File: src/logic/stc_pkg.sv
// Constants for the sample time tick counter
//------------------------------------------------------------
//------------------------------------------------------------
package stc_pkg;
  // Register byte addresses
  localparam int             ADR_W     = 8;
  localparam logic [7:0]     CTRL_OFF  = 8'h00;
  localparam logic [7:0]     BYTE0_OFF = 8'h04;
  localparam logic [7:0]     BYTE1_OFF = 8'h08;
  localparam logic [7:0]     BYTE2_OFF = 8'h0C;
  localparam logic [7:0]     BYTE3_OFF = 8'h10;
  localparam logic [7:0]     TRIM_OFF  = 8'h14;
  localparam logic [7:0]     SRC_OFF   = 8'h18;
  localparam logic [7:0]     RATE_OFF  = 8'h1C;
  // Control field positions and reset value
  localparam int             CTL_EN    = 0;
  localparam int             CTL_ACC   = 1;
  localparam int             CTL_GYR   = 2;
  localparam int             CTL_ROUTE = 3;
  localparam int             CTL_BATCH = 4;
  localparam logic [4:0]     CTRL_RST  = 5'h00;
  localparam int             SRC_WRAP  = 0;
  localparam logic [3:0]     RATE_RST  = 4'h0;
  localparam logic [3:0]     RATE_MAX  = 4'hA;
  localparam logic [10:0]    COEFF_TOP = 11'h400;
  // Magic clear key and counter limit
  localparam logic [7:0]     CLEAR_KEY = 8'hAA;
  localparam logic [31:0]    COUNT_MAX = 32'hFFFFFFFF;
  // Timing: figures in ns, cycle counts derived at the clock rate
  localparam int             CLK_MHZ        = 25;
  localparam int             TICK_PERIOD_NS = 21750;
  localparam int             TICK_CYCLES    =
    (TICK_PERIOD_NS * CLK_MHZ + 999) / 1000;
  localparam int             WARN_LEAD_NS   = 5600000;
  localparam int             WARN_TICKS     = WARN_LEAD_NS / TICK_PERIOD_NS;
  localparam int             PULSE_NS       = 65000;
  localparam int             PULSE_CYCLES   = (PULSE_NS * CLK_MHZ + 999) / 1000;
endpackage : stc_pkg

File: src/logic/stc_tick_counter.sv
// Sample time tick counter with Wishbone register access
//
// Register access over Wishbone and the register offsets were decided locally.
`timescale 1ns/10ps
`default_nettype none
module stc_tick_counter
  import stc_pkg::*;
#(
  parameter logic [7:0] RATE_TRIM = 8'h00  // Factory trim, read only
) (
  // Clock and reset
  input  wire logic             mclk_i,
  input  wire logic             rst_n_i,
  // Wishbone slave
  input  wire logic             wb_cyc_i,
  input  wire logic             wb_stb_i,
  input  wire logic             wb_we_i,
  input  wire logic [ADR_W-1:0] wb_adr_i,
  input  wire logic [3:0]       wb_sel_i,
  input  wire logic [31:0]      wb_dat_i,
  output logic      [31:0]      wb_dat_o,
  output logic                  wb_ack_o,
  // Sample batching
  input  wire logic             sample_strobe_i,
  output logic      [31:0]      stamp_o,
  output logic                  stamp_valid_o,
  // Interrupt pin 2
  output logic                  irq_pin_2_o
);

  //----------------------------------------------------------
  // State
  //----------------------------------------------------------
  typedef struct packed {
    logic [4:0]  ctl;
    logic [3:0]  rate;
    logic [31:0] count;
    logic [23:0] snap;
    logic        flag;
    logic [9:0]  div;
    logic [10:0] pulse;
    logic        irq2;
    logic        ack;
    logic [31:0] dat;
    logic [31:0] stamp;
    logic        stamp_v;
  } stc_state_type;

  localparam logic [9:0]  DIV_LAST   = 10'(TICK_CYCLES - 1);
  localparam logic [10:0] PULSE_LAST = 11'(PULSE_CYCLES - 1);
  localparam logic [31:0] WARN_AT    = COUNT_MAX - 32'(WARN_TICKS);

  stc_state_type st_reg;
  stc_state_type st_next;

  // Address match, shared by read and write decode
  function automatic logic hit(input logic [ADR_W-1:0] adr,
                               input logic [7:0] off);
    hit = (adr == off);
  endfunction : hit

  logic req;
  logic wr;
  logic rd;
  logic tick;
  logic run;
  logic clr;
  logic warn_set;

  //----------------------------------------------------------
  // Next state
  //----------------------------------------------------------
  always_comb begin
    st_next  = st_reg;
    req      = wb_cyc_i && wb_stb_i && !st_reg.ack;
    wr       = req && wb_we_i;
    rd       = req && !wb_we_i;
    tick     = (st_reg.div == DIV_LAST);
    // Both sensors off stops the timebase view of the counter
    run      = st_reg.ctl[CTL_EN] && (st_reg.ctl[CTL_ACC]
               || st_reg.ctl[CTL_GYR]);
    clr      = wr && wb_sel_i[0] && hit(wb_adr_i, BYTE2_OFF)
               && (wb_dat_i[7:0] == CLEAR_KEY);
    warn_set = 1'b0;

    // Timebase divider, free running so the phase never drifts
    st_next.div = tick ? 10'h000 : st_reg.div + 10'h001;

    // Count: hold when idle, wrap by natural overflow
    if (clr) begin
      st_next.count = 32'h00000000;
    end else if (tick && run) begin
      st_next.count = st_reg.count + 32'h00000001;
      warn_set      = (st_next.count == WARN_AT);
    end

    // Bus answer one cycle after the request, then dropped
    st_next.ack = req;
    st_next.dat = 32'h00000000;
    if (rd) begin
      unique case (1'b1)
        hit(wb_adr_i, CTRL_OFF):
          st_next.dat = {27'h0, st_reg.ctl};
        hit(wb_adr_i, BYTE0_OFF): begin
          st_next.dat  = {24'h0, st_reg.count[7:0]};
          st_next.snap = st_reg.count[31:8];
        end
        hit(wb_adr_i, BYTE1_OFF):
          st_next.dat = {24'h0, st_reg.snap[7:0]};
        hit(wb_adr_i, BYTE2_OFF):
          st_next.dat = {24'h0, st_reg.snap[15:8]};
        hit(wb_adr_i, BYTE3_OFF):
          st_next.dat = {24'h0, st_reg.snap[23:16]};
        hit(wb_adr_i, TRIM_OFF):
          st_next.dat = {24'h0, RATE_TRIM};
        hit(wb_adr_i, SRC_OFF):
          st_next.dat = {31'h0, st_reg.flag};
        hit(wb_adr_i, RATE_OFF):
          st_next.dat = {5'h0, COEFF_TOP >> st_reg.rate,
                         12'h000, st_reg.rate};
        default:
          st_next.dat = 32'h00000000;
      endcase
    end

    // Control writes; the low byte lane carries every field
    if (wr && wb_sel_i[0]) begin
      if (hit(wb_adr_i, CTRL_OFF)) begin
        st_next.ctl = wb_dat_i[4:0];
      end
      if (hit(wb_adr_i, RATE_OFF) && wb_dat_i[3:0] <= RATE_MAX) begin
        st_next.rate = wb_dat_i[3:0];
      end
    end

    // Near-wrap flag: a read clears it, a same-cycle set wins
    if (rd && hit(wb_adr_i, SRC_OFF)) begin
      st_next.flag = 1'b0;
    end
    if (warn_set) begin
      st_next.flag = 1'b1;
    end

    // Single fixed-width pulse on the flag's rising edge
    if (warn_set && !st_reg.flag && st_reg.ctl[CTL_ROUTE]) begin
      st_next.irq2  = 1'b1;
      st_next.pulse = 11'h000;
    end else if (st_reg.irq2) begin
      st_next.pulse = st_reg.pulse + 11'h001;
      if (st_reg.pulse == PULSE_LAST) begin
        st_next.irq2 = 1'b0;
      end
    end

    // Stamp each sample with the current count
    st_next.stamp_v = sample_strobe_i && st_reg.ctl[CTL_BATCH];
    if (sample_strobe_i && st_reg.ctl[CTL_BATCH]) begin
      st_next.stamp = st_reg.count;
    end
  end

  //----------------------------------------------------------
  // Registers
  //----------------------------------------------------------
  always_ff @(posedge mclk_i or negedge rst_n_i) begin
    if (!rst_n_i) begin
      st_reg       <= '0;
      st_reg.ctl   <= CTRL_RST;
      st_reg.rate  <= RATE_RST;
    end else begin
      st_reg <= st_next;
    end
  end

  // Outputs straight from flip-flops
  assign wb_dat_o      = st_reg.dat;
  assign wb_ack_o      = st_reg.ack;
  assign stamp_o       = st_reg.stamp;
  assign stamp_valid_o = st_reg.stamp_v;
  assign irq_pin_2_o   = st_reg.irq2;

  //----------------------------------------------------------
  // Assertions
  //----------------------------------------------------------
  // Counts cycles the pin stays high, to check the pulse width
  logic [11:0] hi_cnt;
  always_ff @(posedge mclk_i or negedge rst_n_i) begin
    if (!rst_n_i) begin
      hi_cnt <= 12'h000;
    end else begin
      hi_cnt <= irq_pin_2_o ? hi_cnt + 12'h001 : 12'h000;
    end
  end
endmodule : stc_tick_counter
`default_nettype wire

File: config.mk
export PLATFORM = sky130hd
export DESIGN_NAME = stc_tick_counter
export DESIGN_NICKNAME = d
export VERILOG_FILES = /design/src/logic/stc_pkg.sv /design/src/logic/stc_tick_counter.sv
export SDC_FILE = /design/constraint.sdc
export NUM_CORES = 1
export LEC_CHECK = 0
export BUFFER_PORTS_ARGS = -buffer_cell sky130_fd_sc_hd__buf_2
export CORE_MARGIN = 3
export CORE_UTILIZATION = 30
export CTS_CLUSTER_SIZE = 40
export DETAILED_ROUTE_END_ITERATION = 10
export SYNTH_ARGS = -nofsm -noshare
export SYNTH_HDL_FRONTEND = slang
export SYNTH_SLANG_ARGS = --single-unit
export TNS_END_PERCENT = 100
File: constraint.sdc
create_clock -name mclk_i -period 3 [get_ports mclk_i]
set_clock_uncertainty 0.15 [all_clocks]
set_input_delay 0.45 -clock mclk_i [delete_from_list [all_inputs] [get_ports mclk_i]]
set_output_delay 0.45 -clock mclk_i [all_outputs]
set_load 0.05 [all_outputs]
==> impl_metrics.csv, run 1 <==
group,metric,value,unit
power,powerDensity,526.1,nW/um2
timing,hold_viol_final,0,
route,drt_iter0_drc,378,
worst_setup_path,cp_common_cell,"nor2_1",
timing,finalCritPeriodShare,92.93,%
floorplan,fp-row-count,56,
floorplan,start_util,30.63,%
logic_synthesis,syn_avg_cell_area,10.47,um2
place,hpwl,12.48,mm
cts,path_clk_slew,0.06,ns
floorplan,die_h,161.0,um
worst_setup_path,crit_arrival,2.94,ns
cts,htreeDepth,4,
global_routing,grt_pass1_wl,28.04,mm
timing,drv_slew,0,
flow_run,maxCapViolCount,0,
logic_synthesis,yosysWarnings,0,
cts,cts_tree,"done",
cts,cts_buffers,17,
global_routing,grt_pass1_vias,5150,
power,p_total,4.419,mW
logic_synthesis,muxShareOfSynthArea,10.58,%
layout,drive_gt1_share,30.99,%
place,place.gp.congestion,0.8790,
logic_synthesis,synth_compound_area_share,6.645,%
power,p_leak,3.954,nW
status,outcome,"complete, no violations",
layout,diodes,0,
layout,area_growth,16.48,%
worst_setup_path,required,3.15,ns
global_routing,grtUsageMet3,4.694,%
route,vias,5226,
worst_setup_path,critical-path-top-delay-family,"simple AND/OR/NAND/NOR gates",
timing,holdWs,0.1207,ns
cts,cts_resized,0,
logic_synthesis,synthCells,689,
global_routing,grt_use_met2,22.25,%
cts,clock-sinks,141,
layout,largest_reg_flops,87,
global_routing,grt_max_degree,66,
global_routing,top_usage_layer,"met2",
worst_setup_path,criticalPathCategory,"reg2reg",
logic_synthesis,ys_seq_elements,141,
worst_setup_path,critical_path_peak_fanout,16,
cts,cts-root-buf,"clkbuf_16",
logic_synthesis,synth_adder_area_share,0.8675,%
logic_synthesis,ys.flop_type,"dfrtp_1",
timing,fmax,0.3587,GHz
global_routing,overflow,0,
global_routing,antenna_found_initial,0,
floorplan,core_area,23540,um2
logic_synthesis,synth_edf_count,0,
floorplan,die_w,161.0,um
timing,setup_tns,0,ns
worst_setup_path,worst_path_max_delay_cell,"or4b_4",
worst_setup_path,crit_buf_inv,1,
timing,worst-slew-pin-transition,0.6123,ns
logic_synthesis,synth-simple-area-share,17.73,%
timing,min_period,2.788,ns
timing,finalSetupViolCount,0,
route,via_per_inst,4.866,
cts,insertion_delay,0.43,ns
global_routing,met1_usage,17.40,%
worst_setup_path,slowest_delay,0.58,ns
worst_setup_path,crit_chain,"or4b_4 > nor4_4 > buf_4 > nand2_1 > nor2_1 > and3_1 > xnor2_1 > nor2_1",
power,vdd_ir_drop_max,270.0,uV
worst_setup_path,setup.worst_path.start_class,"flip-flop",
min_path,min_path_type,"in2reg",
logic_synthesis,yosysSeqAreaShare,48.92,%
route,first_pass_iters,8,
logic_synthesis,yosysUniqueCellTypes,58,
timing,max-slew-margin-rel,59.18,%
floorplan,ios,117,
route,detail_route.wl_per_cell,16.06,um
logic_synthesis,synth_top_family_by_area,"simple AND/OR/NAND/NOR gates",
place,io_buffers,76,
timing,rsz0062_at_grt,"no",
logic_synthesis,synth_area,7212,um2
route,drc,0,
floorplan,fp.dieArea,25940,um2
route,ant_nets,0,
global_routing,track_usage,13.76,%
worst_setup_path,worstSetupEndpointType,"flip-flop",
layout,nets,797,
cts,clockBufferDepth,2,
logic_synthesis,synth_xor_area_share,5.708,%
route,wirelength,17.25,mm
logic_synthesis,synth-async-reset-ratio,100.0,%
layout make-up:
cell class,count,area [um2]
timing repair buffer,127,784.5
fill,2367,15140
clock inverter,12,133.9
tap,319,399.1
inverter,10,37.54
sequential,141,3528
multi-input combinational,445,3050
clock buffer,20,466.7
cells in the final DEF (no fill, tap or decap), drive strengths merged, types with 3 or more instances in the layout:
cell type  Yosys  final
dfrtp        141    141
buf           73    126
nor2          66     66
mux2          66     66
nand2         44     44
nand4         28     28
xor2          26     26
o21ai         24     24
xnor2         21     21
clkbuf        32     20
nand3         16     16
or3           16     16
a21oi         15     15
conb           1     13
inv           10     12
nor3          11     11
nor4          11     11
and4           9      9
and3           8      8
a222oi         6      6
clkinv         0      6
nor2b          5      5
a31oi          5      5
ha             5      5
nand3b         4      4
or2            3      3
a21o           3      3
nand2b         3      3
and2           3      3
or4            3      3
o31ai          3      3
path summary, 6_finish.rpt:
kind                            cells past startpoint         from           to  slack [ns]
max in group asynchronous                           3      rst_n_i  st_reg[110]        1.43
worst min-delay path                                2  wb_dat_i[4]  st_reg[153]        0.12
worst max register to register                      8   st_reg[84]  st_reg[135]        0.21
worst max-delay path                                8   st_reg[84]  st_reg[135]        0.21
worst min register to register                      1   st_reg[78]   st_reg[78]        0.32
min in group asynchronous                           2      rst_n_i   st_reg[79]        0.43
report_power, final:
group	total [mW]	internal, mW	switching [mW]
registers	1.97	1.95	0.0213
clock network	2.12	1.29	0.824
logic	0.335	0.0790	0.256
total	4.42	3.32	1.10
per-stage QoR:
| step | setup slack, ns | instances | util [%] | area [um2] |
|---|---|---|---|---|
| floorplan | 0.05769 | 701 | - | 7257 |
| finish | 0.2121 | 1074 | 35.68 | 8401 |
| CTS | 0.2113 | 1074 | 35.68 | 8401 |
| detailed placement | 0.2288 | 1041 | 33.09 | 7790 |
| global placement | 0.2432 | 1041 | 33.09 | 7790 |
| global route | 0.03294 | 1074 | 35.68 | 8401 |
cells in the mapped netlist (all sizes together), types with 4 or more instances:
cell | number | area, um2
nor4 | 11 | 90.08
nor3 | 11 | 55.05
nand3b | 4 | 30.03
a31oi | 5 | 31.28
inv | 10 | 37.54
and4 | 9 | 78.83
a222oi | 6 | 60.06
a21oi | 15 | 75.07
xnor2 | 21 | 183.9
buf | 73 | 524.3
nor2 | 66 | 247.7
nand3 | 16 | 80.08
nand4 | 28 | 190.2
nand2 | 44 | 165.2
xor2 | 26 | 227.7
clkbuf | 32 | 122.6
ha | 5 | 62.56
and3 | 8 | 50.05
dfrtp | 141 | 3528
or3 | 16 | 105.1
nor2b | 5 | 31.28
o21ai | 24 | 120.1
mux2 | 66 | 743.2
kinds of logic (layout without fill, tap and decap cells):
logic type | Yosys count | count (layout)
xor gates and xnor gates | 47 | 47
muxes | 68 | 68
buffers and inverters | 115 | 169
DFF | 141 | 141
other | 1 | 13
and+or+nand+nor | 238 | 238
AOI/OAI and AO/OA | 74 | 74
adders and majority gates | 5 | 5
per-layer routing:
metal	routed length (um)	vias up
li1	-	2456
met1	7730	2597
met2	8106	153
met3	1103	20
met4	308	0
met5	0	-
what timing repair did:
item | 4_1_cts | 5_1_grt
setup buffers | 0 | 0
endpoints found under the hold margin | 63 | 0
hold buffers | 1 | 0
endpoints found under the setup margin | 0 | 0
(Power assumes the default switching activity.)
==> run 2, diff against run 1 <==
==> constraint.sdc (replaced) <==
create_clock -name mclk_i -period 3 [get_ports mclk_i]
set_clock_uncertainty 0.15 [all_clocks]
set_input_delay 0.15 -clock mclk_i [delete_from_list [all_inputs] [get_ports mclk_i]]
set_output_delay 0.15 -clock mclk_i [all_outputs]
set_load 0.05 [all_outputs]
==> impl_metrics.csv, run 2 (synthesized netlist as in run 1, its figures left out) <==
group,metric,value,unit
route,via_per_inst,4.832,
cts,path_clk_slew,0.06,ns
global_routing,grt_max_degree,74,
layout,diodes,0,
global_routing,overflow,0,
timing,fmax,0.3557,GHz
cts,cts-root-buf,"clkbuf_16",
timing,setup_tns,0,ns
timing,worst_slack,0.1888,ns
layout,final_common_cell,"dfrtp_1",
route,drc,0,
power,vdd_ir_drop_max,398.3,uV
worst_setup_path,worstSetupEndpointType,"flip-flop",
flow_run,maxCapViolCount,0,
power,switchingPower,1.109,mW
cts,insertion_delay,0.42,ns
floorplan,core_area,23540,um2
cts,cts_resized,0,
route,routed.top_layer,"met4",
floorplan,die_w,161.0,um
power,p_clk_share,49.6,%
timing,finalCritPeriodShare,93.71,%
place,hpwl,12.33,mm
route,wl_met2,8.151,mm
global_routing,grt_pass1_vias,5104,
route,drt_iter0_drc,417,
timing,worst-slew-pin-transition,0.5583,ns
power,powerDensity,540.2,nW/um2
timing,rsz0062_at_grt,"no",
power,switching_share,24.21,%
worst_setup_path,criticalPathCategory,"reg2reg",
floorplan,fp.dieArea,25940,um2
floorplan,die_h,161.0,um
layout,drive_gt1_share,30.03,%
worst_setup_path,crit_arrival,2.97,ns
min_path,min_path_type,"in2async",
route,wl_met3,1.131,mm
timing,max-slew-margin-rel,62.49,%
worst_setup_path,setup.worst_path.start_class,"flip-flop",
route,ant_nets,0,
route,wirelength,17.35,mm
place,dp_cells,1034,
timing,min_period,2.811,ns
route,detail_route.wl_per_cell,16.14,um
layout,nets,798,
floorplan,start_util,30.63,%
layout,post-route-util,36.02,%
layout,layout_common_cells,"dfrtp_1 (141), buf_2 (75), nor2_1 (66), mux2_2 (66), nand2_1 (44)",
power,p_comb_share,7.5,%
layout,multi_input_area,3050,um2
timing,hold_viol_final,0,
cts,cts_tree,"done",
timing,drv_slew,0,
place,place_ws,0.1773,ns
worst_setup_path,required,3.16,ns
layout,area_growth,17.59,%
layout,largest_reg_flops,87,
power,p_leak,3.987,nW
layout,seqCellArea,3528,um2
cts,htreeDepth,4,
cts,cts_buffers,17,
power,p_int,3.472,mW
route,first_pass_iters,8,
route,wl_met1,7.644,mm
power,seq_power_share,43.0,%
floorplan,fp-row-count,56,
floorplan,ios,117,
place,io_buffers,76,
cts,post_cts_buffers,0,
worst_setup_path,critical_path_peak_fanout,12,
cts,clock-sinks,141,
global_routing,antenna_found_initial,0,
timing,finalSetupViolCount,0,
layout,fillCellCount,2385,
layout,design_area,8481,um2
cts,clockBufferDepth,2,
layout,stdcell_count,1075,
place,place.gp.congestion,0.9055,
route,vias,5194,
place,placed_area,7750,um2
global_routing,track_usage,13.78,%
status,outcome,"complete, no violations",
global_routing,grt_pass1_wl,28.15,mm
-- run 2: cell count changes in the layout (fill, tap and decap cells not counted), sizes merged --
cell         delta
clkinv          +1
bufinv          +2
clkbuf          -1
clkinvlp        -2
buf             -7
dlygate4sd3     +8
-- run 2: power groups by stage --
stage	combinational [mW]	sequential, mW	clock (mW)
floorplan	0.288	2.00	0
global placement	0.338	2.00	0
detailed placement	0.339	2.00	0
CTS	0.350	1.97	2.32
global route	0.368	1.97	2.41
finish	0.342	1.97	2.27
-- run 2: worst paths after layout --
path	cells after the start	startpoint	to	slack [ns]
worst min-delay path	2	rst_n_i	st_reg[149]	0.02
min in group mclk_i	3	wb_adr_i[2]	wb_dat_o[3]	0.05
worst max-delay path	8	st_reg[122]	st_reg[72]	0.19
max in group asynchronous	3	rst_n_i	st_reg[119]	1.88
worst min register to register	2	stamp_o[1]	stamp_o[1]	0.33
worst max register to register	8	st_reg[122]	st_reg[72]	0.19
-- run 2: cell type report --
cell class,instances,share of cell area (%)
Timing Repair Buffer,128,9.723
Clock buffer,19,5.341
Inverter,10,0.4426
Tap cell,319,4.706
Sequential cell,141,41.61
Clock inverter,13,2.213
Multi-Input combinational cell,445,35.97
-- run 2: what timing repair did --
action / in CTS / in global routing
hold endpoints to repair: 157 / 0
setup endpoints to repair: 0 / 0
hold buffers: 9 / 0
-- run 2: metal layers --
metal	global-route usage [%]	up-vias
met1	17.68	2575
met3	4.232	28
met4	5.788	0
li1	-	2454
met2	21.70	137
met5	0	-
-- run 2: through the flow --
| step | power [mW] | hold WS, ns |
|---|---|---|
| 6_report | 4.581 | 0.01974 |
| 5_1_grt | 4.747 | 0.05442 |
| 3_5_place_dp | 2.342 | -0.09138 |
| 2_1_floorplan | 2.288 | -0.2956 |
| 3_3_place_gp | 2.339 | -0.09690 |
| 4_1_cts | 4.642 | 0.01530 |
-- run 2: critical path, cell delays in order (launching register included) --
cell and delay (ns):
dfrtp_1 0.45, nand4_1 0.14, or3_1 0.50, or4_1 0.50, a22oi_1 0.21, o211ai_1 0.18
nor4_2 0.28, buf_4 0.22, nor2_1 0.07
